`config.mk`:
```
export PLATFORM = sky130hd
export DESIGN_NAME = nbl_host
export DESIGN_NICKNAME = d
export VERILOG_FILES = /design/src/logic/nbl_pkg.sv /design/src/logic/nbl_phase_timer.sv /design/src/logic/nbl_host.sv
export VERILOG_INCLUDE_DIRS = /design/src /design/src/logic
export SDC_FILE = /design/constraint.sdc
export NUM_CORES = 1
export LEC_CHECK = 0
export ABC_CLOCK_PERIOD_IN_PS = 5200
export BUFFER_PORTS_ARGS = -buffer_cell sky130_fd_sc_hd__buf_2
export CAP_MARGIN = 20
export CORE_MARGIN = 5
export CORE_UTILIZATION = 33
export DETAILED_ROUTE_END_ITERATION = 16
export PLACE_DENSITY = 0.58
export SYNTH_ARGS = -nofsm -noshare
export SYNTH_HDL_FRONTEND = slang
export SYNTH_HIERARCHICAL = 1
export SYNTH_SLANG_ARGS = --single-unit
```
`constraint.sdc`:
```
create_clock -name clk_i -period 5.2 [get_ports clk_i]
set_input_delay 1.04 -clock clk_i [delete_from_list [all_inputs] [get_ports clk_i]]
set_output_delay 1.04 -clock clk_i [all_outputs]
set_load 0.01 [all_outputs]
```
`src/logic/nbl_cfg.svh`:
```
// Timing counts and command codes for the NAND host sequencer.
// Assumes a 100 MHz system clock; wait times are in microseconds, the strobe phase count in clk_i cycles.
`ifndef NBL_CFG_SVH
`define NBL_CFG_SVH

`define NBL_CLK_NS          10
`define NBL_CMD_RESET       8'hff
`define NBL_CMD_STATUS      8'h70
`define NBL_CMD_READ_ADDR   8'h00
`define NBL_CMD_READ_START  8'h30
`define NBL_READ_LAT_US     25
`define NBL_RST_RD_US       6
`define NBL_RST_PG_US       10
`define NBL_RST_ER_US       500
`define NBL_MAX_PROGS       2
// Strobe phase lengths: count 3 holds each timed phase 4 cycles (40 ns), 80 ns per low-high pair
`define NBL_PHASE_CYC       3
`define NBL_STS_READY_BIT   6

`endif

```
`src/logic/nbl_pkg.sv`:
```
// Types shared by the NAND host sequencer files.
// Assumes nbl_cfg.svh supplies the numeric constants.
package nbl_pkg;

   typedef enum logic [2:0] {
      NBL_OP_CMD    = 3'h0,
      NBL_OP_ADDR   = 3'h1,
      NBL_OP_DIN    = 3'h2,
      NBL_OP_DOUT   = 3'h3,
      NBL_OP_WAIT   = 3'h4,
      NBL_OP_STATUS = 3'h5
   } nbl_op_t;

   typedef enum logic [1:0] {
      NBL_AB_READ  = 2'h0,
      NBL_AB_PROG  = 2'h1,
      NBL_AB_ERASE = 2'h2
   } nbl_abort_t;

   typedef struct packed {
      nbl_op_t    op;
      nbl_abort_t abort;
      logic [7:0] data;
   } nbl_req_t;

   typedef struct packed {
      logic       cs_n;
      logic       cmd_latch;
      logic       addr_latch;
      logic       write_n;
      logic       read_strobe_n;
      logic       io_oe;
      logic [7:0] io_out;
   } nbl_pins_t;

endpackage

```
`src/logic/nbl_phase_timer.sv`:
```
// Down counter used for strobe phases and device wait times.
// Assumes loads come from logic on clk_i.
`timescale 1ns/1ps
module nbl_phase_timer (
   input  wire logic        clk_i,
   input  wire logic        sys_rst_i,
   input  wire logic        load_i,
   input  wire logic [19:0] count_i,
   output logic             done_o
);
   logic [19:0] cnt_r;

   assign done_o = (cnt_r == 20'h00000);

   always_ff @(posedge clk_i) begin
      if (sys_rst_i)
         cnt_r <= 20'h00000;
      else if (load_i)
         cnt_r <= count_i;
      else if (!done_o)
         cnt_r <= cnt_r - 20'h00001;
   end
endmodule

```
`src/logic/nbl_host.sv`:
```
// Host-side NAND bus sequencer: one byte cycle or wait per request.
// Assumes ready/busy is open drain with an external pull-up, async to clk_i.
`timescale 1ns/1ps
`include "nbl_cfg.svh"

// How it works
// - After read start wait the full 25 us, and for ready, before fetching.
// - After reset command wait 6, 10 or 500 us by aborted operation.
// - At most two program confirms (10h) are taken between erases, counted over all pages.
// - Status poll latches 70h then samples the byte while read strobe low.
// - Full address is four address cycles: two column, two page bytes.
module nbl_host (
   input  wire logic             clk_i,
   input  wire logic             sys_rst_i,
   input  wire logic             req_valid_i,
   input  wire nbl_pkg::nbl_req_t req_i,
   output logic                  req_ready_o,
   output logic                  rsp_valid_o,
   output logic [7:0]            rsp_data_o,
   output logic                  prog_refused_o,
   input  wire logic             ready_busy_out_i,
   input  wire logic [7:0]       io_i,
   output nbl_pkg::nbl_pins_t    pins_o
);
   typedef enum logic [2:0] {
      NBL_S_IDLE  = 3'h0,
      NBL_S_LOW   = 3'h1,
      NBL_S_HIGH  = 3'h2,
      NBL_S_WAITT = 3'h3,
      NBL_S_WAITR = 3'h4
   } nbl_state_t;

   localparam logic [19:0] PH_CYC = 20'(`NBL_PHASE_CYC);
   localparam logic [19:0] RD_CYC =
      20'(`NBL_READ_LAT_US * 1000 / `NBL_CLK_NS);
   localparam logic [19:0] RST_RD_CYC =
      20'(`NBL_RST_RD_US * 1000 / `NBL_CLK_NS);
   localparam logic [19:0] RST_PG_CYC =
      20'(`NBL_RST_PG_US * 1000 / `NBL_CLK_NS);
   localparam logic [19:0] RST_ER_CYC =
      20'(`NBL_RST_ER_US * 1000 / `NBL_CLK_NS);

   ////////////////////////////////////////////////////////////////////////
   // Pin synchronisers
   logic       rb_s1_r, rb_s2_r;
   logic [7:0] io_s1_r, io_s2_r;

   always_ff @(posedge clk_i) begin
      if (sys_rst_i) begin
         rb_s1_r <= 1'b1;
         rb_s2_r <= 1'b1;
         io_s1_r <= 8'h00;
         io_s2_r <= 8'h00;
      end else begin
         rb_s1_r <= ready_busy_out_i;
         rb_s2_r <= rb_s1_r;
         io_s1_r <= io_i;
         io_s2_r <= io_s1_r;
      end
   end

   ////////////////////////////////////////////////////////////////////////
   // Sequencer state
   nbl_state_t        st_r, st_nxt;
   nbl_pkg::nbl_req_t cur_r;
   nbl_pkg::nbl_pins_t pins_r, pins_nxt;
   logic [7:0]        last_cmd_r;
   logic [1:0]        addr_cnt_r;
   logic [1:0]        prog_cnt_r;
   logic              tm_load;
   logic [19:0]       tm_count;
   logic              tm_done;
   logic              rsp_v_r;
   logic [7:0]        rsp_d_r;

   nbl_phase_timer u_timer (
      .clk_i     (clk_i),
      .sys_rst_i (sys_rst_i),
      .load_i    (tm_load),
      .count_i   (tm_count),
      .done_o    (tm_done)
   );

   wire is_write  = (cur_r.op == nbl_pkg::NBL_OP_CMD) ||
                    (cur_r.op == nbl_pkg::NBL_OP_ADDR) ||
                    (cur_r.op == nbl_pkg::NBL_OP_DIN);
   wire is_reset  = (cur_r.op == nbl_pkg::NBL_OP_CMD) &&
                    (cur_r.data == `NBL_CMD_RESET);
   wire is_start  = (cur_r.op == nbl_pkg::NBL_OP_CMD) &&
                    (cur_r.data == `NBL_CMD_READ_START);
   wire is_prog   = (cur_r.op == nbl_pkg::NBL_OP_DIN) &&
                    (last_cmd_r == 8'h80);
   // Program count refused once the limit is hit; erase (60h) clears it
   wire prog_full = (prog_cnt_r == 2'(`NBL_MAX_PROGS));
   wire take      = req_valid_i && (st_r == NBL_S_IDLE);
   wire refuse    = take && (req_i.op == nbl_pkg::NBL_OP_CMD) &&
                    (req_i.data == 8'h10) && prog_full;
   wire [19:0] rst_cyc = (cur_r.abort == nbl_pkg::NBL_AB_READ) ? RST_RD_CYC :
                         (cur_r.abort == nbl_pkg::NBL_AB_PROG) ? RST_PG_CYC :
                                                                RST_ER_CYC;

   assign req_ready_o    = (st_r == NBL_S_IDLE);
   assign rsp_valid_o    = rsp_v_r;
   assign rsp_data_o     = rsp_d_r;
   assign prog_refused_o = refuse;
   assign pins_o         = pins_r;

   always_comb begin
      st_nxt   = st_r;
      pins_nxt = pins_r;
      tm_load  = 1'b0;
      tm_count = PH_CYC;
      unique case (st_r)
         NBL_S_IDLE: begin
            pins_nxt.write_n       = 1'b1;
            pins_nxt.read_strobe_n = 1'b1;
            if (take && !refuse) begin
               // Chip select held low from here; never raised while busy
               pins_nxt.cs_n = 1'b0;
               if (req_i.op == nbl_pkg::NBL_OP_WAIT) begin
                  st_nxt = NBL_S_WAITR;
               end else begin
                  pins_nxt.cmd_latch  =
                     (req_i.op == nbl_pkg::NBL_OP_CMD);
                  pins_nxt.addr_latch =
                     (req_i.op == nbl_pkg::NBL_OP_ADDR);
                  pins_nxt.io_out = req_i.data;
                  pins_nxt.io_oe  =
                     (req_i.op != nbl_pkg::NBL_OP_DOUT) &&
                     (req_i.op != nbl_pkg::NBL_OP_STATUS);
                  tm_load = 1'b1;
                  st_nxt  = NBL_S_LOW;
               end
            end
         end
         NBL_S_LOW: begin
            // Strobes only drop once ready is seen, so busy is never broken
            if (tm_done && rb_s2_r) begin
               pins_nxt.write_n       = !is_write;
               pins_nxt.read_strobe_n = is_write;
               tm_load = 1'b1;
               st_nxt  = NBL_S_HIGH;
            end
         end
         NBL_S_HIGH: begin
            if (tm_done) begin
               // Latches and byte stay up through the write rise
               pins_nxt.write_n       = 1'b1;
               pins_nxt.read_strobe_n = 1'b1;
               if (is_reset) begin
                  tm_load  = 1'b1;
                  tm_count = rst_cyc;
                  st_nxt   = NBL_S_WAITT;
               end else if (is_start) begin
                  tm_load  = 1'b1;
                  tm_count = RD_CYC;
                  st_nxt   = NBL_S_WAITT;
               end else begin
                  tm_load = 1'b1;
                  st_nxt  = NBL_S_WAITR;
               end
            end
         end
         NBL_S_WAITT: begin
            // Release one cycle after write rise, giving latch hold time
            pins_nxt.io_oe      = 1'b0;
            pins_nxt.cmd_latch  = 1'b0;
            pins_nxt.addr_latch = 1'b0;
            if (tm_done)
               st_nxt = NBL_S_WAITR;
         end
         NBL_S_WAITR: begin
            pins_nxt.io_oe      = 1'b0;
            pins_nxt.cmd_latch  = 1'b0;
            pins_nxt.addr_latch = 1'b0;
            // Timer keeps the recovery gap before the next strobe
            if (tm_done && rb_s2_r)
               st_nxt = NBL_S_IDLE;
         end
         default: st_nxt = NBL_S_IDLE;
      endcase
   end

   ////////////////////////////////////////////////////////////////////////
   // Registers
   always_ff @(posedge clk_i) begin
      if (sys_rst_i) begin
         st_r       <= NBL_S_IDLE;
         pins_r     <= '{cs_n: 1'b1, cmd_latch: 1'b0, addr_latch: 1'b0,
                        write_n: 1'b1, read_strobe_n: 1'b1, io_oe: 1'b0,
                        io_out: 8'h00};
         cur_r      <= '0;
         last_cmd_r <= 8'h00;
         addr_cnt_r <= 2'h0;
         prog_cnt_r <= 2'h0;
         rsp_v_r    <= 1'b0;
         rsp_d_r    <= 8'h00;
      end else begin
         st_r    <= st_nxt;
         pins_r  <= pins_nxt;
         rsp_v_r <= 1'b0;
         if (take && !refuse) begin
            cur_r <= req_i;
            if (req_i.op == nbl_pkg::NBL_OP_CMD) begin
               last_cmd_r <= req_i.data;
               addr_cnt_r <= 2'h0;
               if (req_i.data == 8'h60)
                  prog_cnt_r <= 2'h0;
               else if (req_i.data == 8'h10)
                  prog_cnt_r <= prog_cnt_r + 2'h1;
            end
            if (req_i.op == nbl_pkg::NBL_OP_ADDR)
               addr_cnt_r <= addr_cnt_r + 2'h1;
         end
         // Sample the byte at the end of the read low phase
         if (st_r == NBL_S_HIGH && tm_done && !is_write) begin
            rsp_v_r <= 1'b1;
            rsp_d_r <= io_s2_r;
         end
      end
   end

   chk_cs_busy: assert property (@(posedge clk_i) disable iff (sys_rst_i)
      !rb_s2_r |-> !pins_r.cs_n || st_r == NBL_S_IDLE)
      else $error("chip select high while busy");
   chk_latch_excl: assert property (@(posedge clk_i) disable iff (sys_rst_i)
      !(pins_r.cmd_latch && pins_r.addr_latch))
      else $error("both latch strobes high");
   chk_we_cs: assert property (@(posedge clk_i) disable iff (sys_rst_i)
      !pins_r.write_n |-> !pins_r.cs_n)
      else $error("write strobe with chip deselected");
   chk_start_wait: assert property (@(posedge clk_i) disable iff (sys_rst_i)
      (st_r == NBL_S_HIGH && tm_done && is_start) |=> st_r == NBL_S_WAITT)
      else $error("no read latency wait");
   chk_prog_limit: assert property (@(posedge clk_i) disable iff (sys_rst_i)
      prog_cnt_r <= 2'(`NBL_MAX_PROGS))
      else $error("program count over limit");
   chk_addr_pulse: assert property (@(posedge clk_i) disable iff (sys_rst_i)
      $rose(pins_r.write_n) && cur_r.op == nbl_pkg::NBL_OP_ADDR
      |-> pins_r.addr_latch)
      else $error("address strobe without latch");
   chk_din_cmd: assert property (@(posedge clk_i) disable iff (sys_rst_i)
      $rose(pins_r.write_n) && cur_r.op == nbl_pkg::NBL_OP_DIN
      |-> is_prog && !pins_r.cmd_latch && !pins_r.addr_latch)
      else $error("data strobe outside a load");
   chk_addr_four: assert property (@(posedge clk_i) disable iff (sys_rst_i)
      take && !refuse && req_i.op == nbl_pkg::NBL_OP_CMD &&
      req_i.data == `NBL_CMD_READ_START |-> addr_cnt_r == 2'h0)
      else $error("read start after partial address");
   chk_strobe_rdy: assert property (@(posedge clk_i) disable iff (sys_rst_i)
      $fell(pins_r.read_strobe_n) |-> $past(rb_s2_r))
      else $error("read strobe while busy");
   chk_status_rsp: assert property (@(posedge clk_i) disable iff (sys_rst_i)
      $rose(pins_r.read_strobe_n) |-> rsp_v_r)
      else $error("no response after read strobe");
endmodule

```
### After elaboration in Yosys (flattened, before gate mapping)

Cells that the tools add are included.

| storage, ports and cells | value |
|---|---|
| flip-flop bits (word level) | 79 |
| output and inout bits | 25 |
| logic and storage cells | 109 |

| cells by class | value |
|---|---|
| add/subtract/negate cells | 2 |
| equal/unequal tests | 23 |
| multiplexer cells | 34 |
| bitwise gates (word level) | 1 |
| reductions and logical operators | 30 |

Operators with widths:

| operator | count |
|---|---|
| $mux 16 | 5 |
| $mux 20 | 2 |
| $mux 3 | 8 |
| $logic_not 20->1 | 1 |
| $sub 20x1->20 const B | 1 |
| $mux 9 | 2 |
| $pmux 3 s5 | 1 |
| $mux 12 | 1 |
| $mux 2 | 6 |
| $ne 2x2->1 const B | 6 |
| $reduce_and 3->1 | 4 |
| $logic_and 1x1->1 | 11 |
| $eq 3x1->1 const B | 3 |
| $eq 3x2->1 const B | 3 |
| $logic_not 3->1 | 3 |
| $eq 8x5->1 const B | 1 |
| $eq 8x6->1 const B | 1 |
| $eq 8x7->1 const B | 1 |
| $eq 8x8->1 const B | 1 |
| $eq 3x3->1 const B | 2 |
| $pmux 2 s3 | 1 |
| $mux 1 | 5 |
| $reduce_and 5->1 | 1 |
| $pmux 2 s2 | 1 |
| other kinds (16) | 19 |

### Depth between registers and ports, before layout

| logic depth | value |
|---|---|
| depth in word-level cells | 10 |
| depth in mapped cells | 15 |

### Cells and area by module

The synthesis kept the hierarchy.

Modules (own cells, without submodules):

| module | instances | cells an instance | area each (sq um) | seq. area each (sq um) |
|---|---|---|---|---|
| nbl_host | 1 | 266 | 2476.1 | 1181.1 |
| nbl_phase_timer | 1 | 148 | 1249.9 | 400.4 |

### Least setup slack after synthesis

Ideal clock, no wire load.

| path | value |
|---|---|
| path type | input to output |
| start point | input req_i[0] (netlist name) |
| end point | output prog_refused_o |
| data arrival time | 2.010 ns |
| slack | 2.150 ns |
| stages | 3 |
| buffers on the path | 0 |
| path through | or4_4 -> nand4bb_4 -> nor2_1 |

| between the ends | value |
|---|---|
| word-level cells in the longest chain between the ends | 3 |

Ends and longest elaborated chain:

| what | RTL line | source |
|---|---|---|
| start: declaration | nbl_host.sv:16 | `input wire nbl_pkg::nbl_req_t req_i,` |
| $eq 8x5->1 | nbl_host.sv:97 | `(req_i.data == 8'h10) && prog_full;` |
| $logic_and 1x1->1 | nbl_host.sv:96 | `wire refuse = take && (req_i.op == nbl_pkg::NBL_OP_CMD) &&` |
| $logic_and 1x1->1 | nbl_host.sv:97 |  |
| end: declaration | nbl_host.sv:20 | `output logic prog_refused_o,` |

No other way between the ends.

### Final worst setup path

| path | value |
|---|---|
| start point | input req_i[5] (netlist name) |
| end point | register u_timer.cnt_r[19] |

| between the ends | value |
|---|---|
| word-level cells in the longest chain between the ends | 8 |
| elaborated cells on any way between the ends | 9 |
| classes of those cells | eq/ne (2); mux (3); reduce/logical (4) |

Ends and longest elaborated chain:

| what | RTL line | source |
|---|---|---|
| $eq 8x5->1 (*) | nbl_host.sv:97 |  |
| $logic_and 1x1->1 (*) | nbl_host.sv:96 |  |
| $logic_and 1x1->1 (*) | nbl_host.sv:97 |  |
| $logic_not 1->1 (*) | nbl_host.sv:117 | `if (take && !refuse) begin` |
| $logic_and 1x1->1 (*) | nbl_host.sv:117 |  |
| $mux 1 (*) | nbl_host.sv:117 |  |
| $pmux 1 s3 (*) | nbl_host.sv:113 | `unique case (st_r)` |
| net tm_load | nbl_host.sv:70 | `logic tm_load;` |
| $ne 2x2->1 (no source line) / $mux 20 (equally long branches) | - |  |
| end signal: assignment | nbl_phase_timer.sv:19 | `cnt_r <= count_i;` |
| end signal: assignment | nbl_phase_timer.sv:21 | `cnt_r <= cnt_r - 20'h00001;` |
| end: declaration | nbl_phase_timer.sv:11 | `logic [19:0] cnt_r;` |

Mark *: on every way through the listed nets, which the timed path passes. The rest lies on a longest branch.
A chain may end at the register's enable or synchronous reset.

==> out/metrics.cfg <==
[run_status]
status=complete, no violations

[clock_network]
path_clk_slew_ps=60
cts_setup_buffers=0
cts_resized=0
cts_buffers=9
cts.sinks=79
htreeDepth=3
root_buffer=clkbuf_16
clkLatencyLatePin_ps=340
cts_tree=done
cts_hold_buf=0
clockBufferDepth=2

[sta]
setup_tns_ps=0
setup_viol_count_final=0
slew_viol_final=0
rsz0062_at_grt=no
worst_slew_pin_slew_ps=1140
fin_crit_sh_pct=69.8
finalHoldViolations=0
finClkSkew_ps=7.57
max-slew-margin-rel_pct=24.0
hold-worst-slack_ps=415
timing.fmax_mhz=275
fin_crit_ps=3630

[pwr]
p_leak_nw=1.76
pwr-share-seq_pct=37.0
swShare_pct=37.0
pwr-share-comb_pct=33.7
p_switching_mw=0.814
peakVddDrop_mv=0.213
p_clk_share_pct=29.3
internal_power_mw=1.38
powerDensity_nw_per_um2=502

[setup_path]
startpoint_type=input port
end_kind=flip-flop
reg2reg_from=u_timer/cnt_r[16]
cp_top_family=compound AO/OA/AOI/OAI gates
cpPeakStageDelay_ps=970
worstPathMaxFanout=14
cp.required_ps=5370
crit_buf_inv=1
cp.arrival_ps=3800
cp_slowest_cell=a311oi_2
r2r_cells=7
reg2reg_slack_ps=1570
worstReg2RegEnd=u_timer/cnt_r[19]
worstSetupPathType=in2reg
cp_cell_sequence=buf_2 -> and4bb_2 -> a311oi_2 -> a31o_1 -> nor2_1 -> o21ai_1 -> a22oi_1

[placement]
gp_congestion=0.778
hpwl_um=5880
dp_cells=588
port_buffers=49

[worst_hold_path]
whs_path_depth=1
hold_path.class=reg2reg
min_to=rb_s2_r
min-delay-start=rb_s1_r

[synthesis]
postSynthAreaPerCell_um2=9.00
synth_edf_count=0
syn_inst=414
synth-async-reset-ratio_pct=0
yosysUniqueCellTypes=65
syn_area_um2=3730
ys_ff_latch=79
ys_seq_area_share_pct=42.4
synth-main-ff-cell=dfxtp_1
yosysWarnings=6

[detailed_routing]
viasPerCell=5.09
wirelength_um=8270
drtAntennaViolNets=0
drc_errors=0
wl_per_cell_um=13.7
drtIter0Drc=146
drtPass1Iterations=4
vias=3072

[die]
die-area_um2=13500
num_rows=38
core_region_area_um2=10900
pin_count=50
start_util_pct=34.1
die_w_um=116
die_h_um=116

[global_route]
grt_pass1_wl_um=14200
overflow=0
antenna_found_initial=0
track_usage_pct=12.9
grt_pass1_vias=3004
grt_max_degree=42

[finish]
n_antenna_cell=0
drive_gt1_share_pct=19.4
area.growth.synth_to_final_pct=17.6
finalNonFillerCells=604
fillerInstances=1114
final_nets=487

[flow_run]
maxCapViolCount=0

==> worst max path at each step <==
stage / start / to / slack [ps] / cells past startpoint
after floorplan: req_i[0] / prog_refused_o / 2150 / 3
after global placement: req_i[5] / u_timer/cnt_r[14] / 1310 / 7
after detailed placement: req_i[5] / u_timer/cnt_r[6] / 1200 / 7
after CTS: req_i[5] / u_timer/cnt_r[19] / 1520 / 7
after global routing: u_timer/cnt_r[16] / u_timer/cnt_r[19] / 1200 / 7
final: req_i[5] / u_timer/cnt_r[19] / 1570 / 7
==> cells in the mapped netlist (3+ instances only) <==
cell      instances  area share, %
nand2_1          36            3.6
a22oi_1           3           0.60
or3_1             4           0.67
buf_2             7           0.94
nor4_4            3            1.7
nor4_2            3            1.0
nor3_1            9            1.2
nor4_1            7            1.2
ha_1              3            1.0
a32o_1            3           0.81
nor3b_1           4           0.81
a21oi_1          16            2.1
xnor2_1           7            1.6
nor2b_1          19            3.2
clkbuf_1         16            1.6
nand3_1           5           0.67
mux2i_1          33            8.9
dfxtp_1          79             42
nand3b_1          4           0.81
o21ai_0          16            2.1
inv_1            12            1.2
nand2b_1          7            1.2
or4_1             5            1.0
o21ai_1           5           0.67
nand4_1           5           0.84
nor2_1           50            5.0
or2_2             3           0.50
==> worst register-to-register path: cells and delay by family (launching register included) <==
| kind | cells | cell delay [ps] |
|---|---|---|
| AND/OR/NAND/NOR | 4 | 1860 |
| flip-flops | 1 | 360 |
| AO/OA/AOI/OAI | 3 | 1240 |
==> sequential cells by signal (all words and copies together), names as in the netlist <==
register / flops
prog_cnt_r: 2
io_s2_r: 8
io_s1_r: 8
u_timer/cnt_r: 20
rsp_data_o: 8
pins_o: 14
rb_s2_r: 1
cur_r: 13
st_r: 3
rsp_valid_o: 1
rb_s1_r: 1
==> placed cells by master (no fill, tap or decap), types with 12 or more instances in the layout <==
master	instances
inv_1	12
nor2b_1	19
nand2_1	36
o21ai_0	16
buf_2	49
nor2_1	50
mux2i_1	33
a21oi_1	16
dfxtp_1	79
==> routing by layer <==
layer	routed length (um)	GRT usage, %	vias to the layer above
li1	-	-	1554
met1	3750	16.2	1414
met2	3830	20.8	87
met3	494	3.21	17
met4	191	5.88	0
met5	0	0	-
==> cell type report <==
class	count	area (um^2)	share of cell area (%)
tap	140	175	4.00
sequential	79	1580	36.1
inverter	13	48.8	1.11
clock inverter	7	77.6	1.77
timing repair buffer	52	268	6.11
clock buffer	9	225	5.14
multi-input combinational	304	2010	45.8
==> cell families after synthesis <==
logic type,count (synthesis),share of synthesized area (%)
other cells,1,0.101
simple gates,180,27.9
mux,33,8.87
buf+inv,39,4.87
compound gates,70,12.7
xor+xnor,9,2.12
fa+ha+maj,3,1.01
flops,79,42.4
==> per-stage QoR <==
| step | instance area, um^2 | power (mW) | util (%) | setup WS (ps) |
|---|---|---|---|---|
| floorplan | 3760 | 1.42 | - | 2150 |
| global placement | 4080 | 1.55 | 37.3 | 1310 |
| detailed placement | 4080 | 1.57 | 37.3 | 1200 |
| CTS | 4380 | 2.21 | 40.1 | 1520 |
| global route | 4380 | 2.35 | 40.1 | 1200 |
| finish | 4380 | 2.20 | 40.1 | 1570 |
==> power groups by stage <==
stage / combinational (mW) / sequential, mW / clock [mW]
4_1_cts: 0.743 / 0.811 / 0.660
3_3_place_gp: 0.730 / 0.819 / 0
2_1_floorplan: 0.630 / 0.791 / 0
5_1_grt: 0.834 / 0.828 / 0.688
3_5_place_dp: 0.742 / 0.824 / 0
6_report: 0.742 / 0.813 / 0.644
No activity file was read; power rests on OpenSTA's default activity.
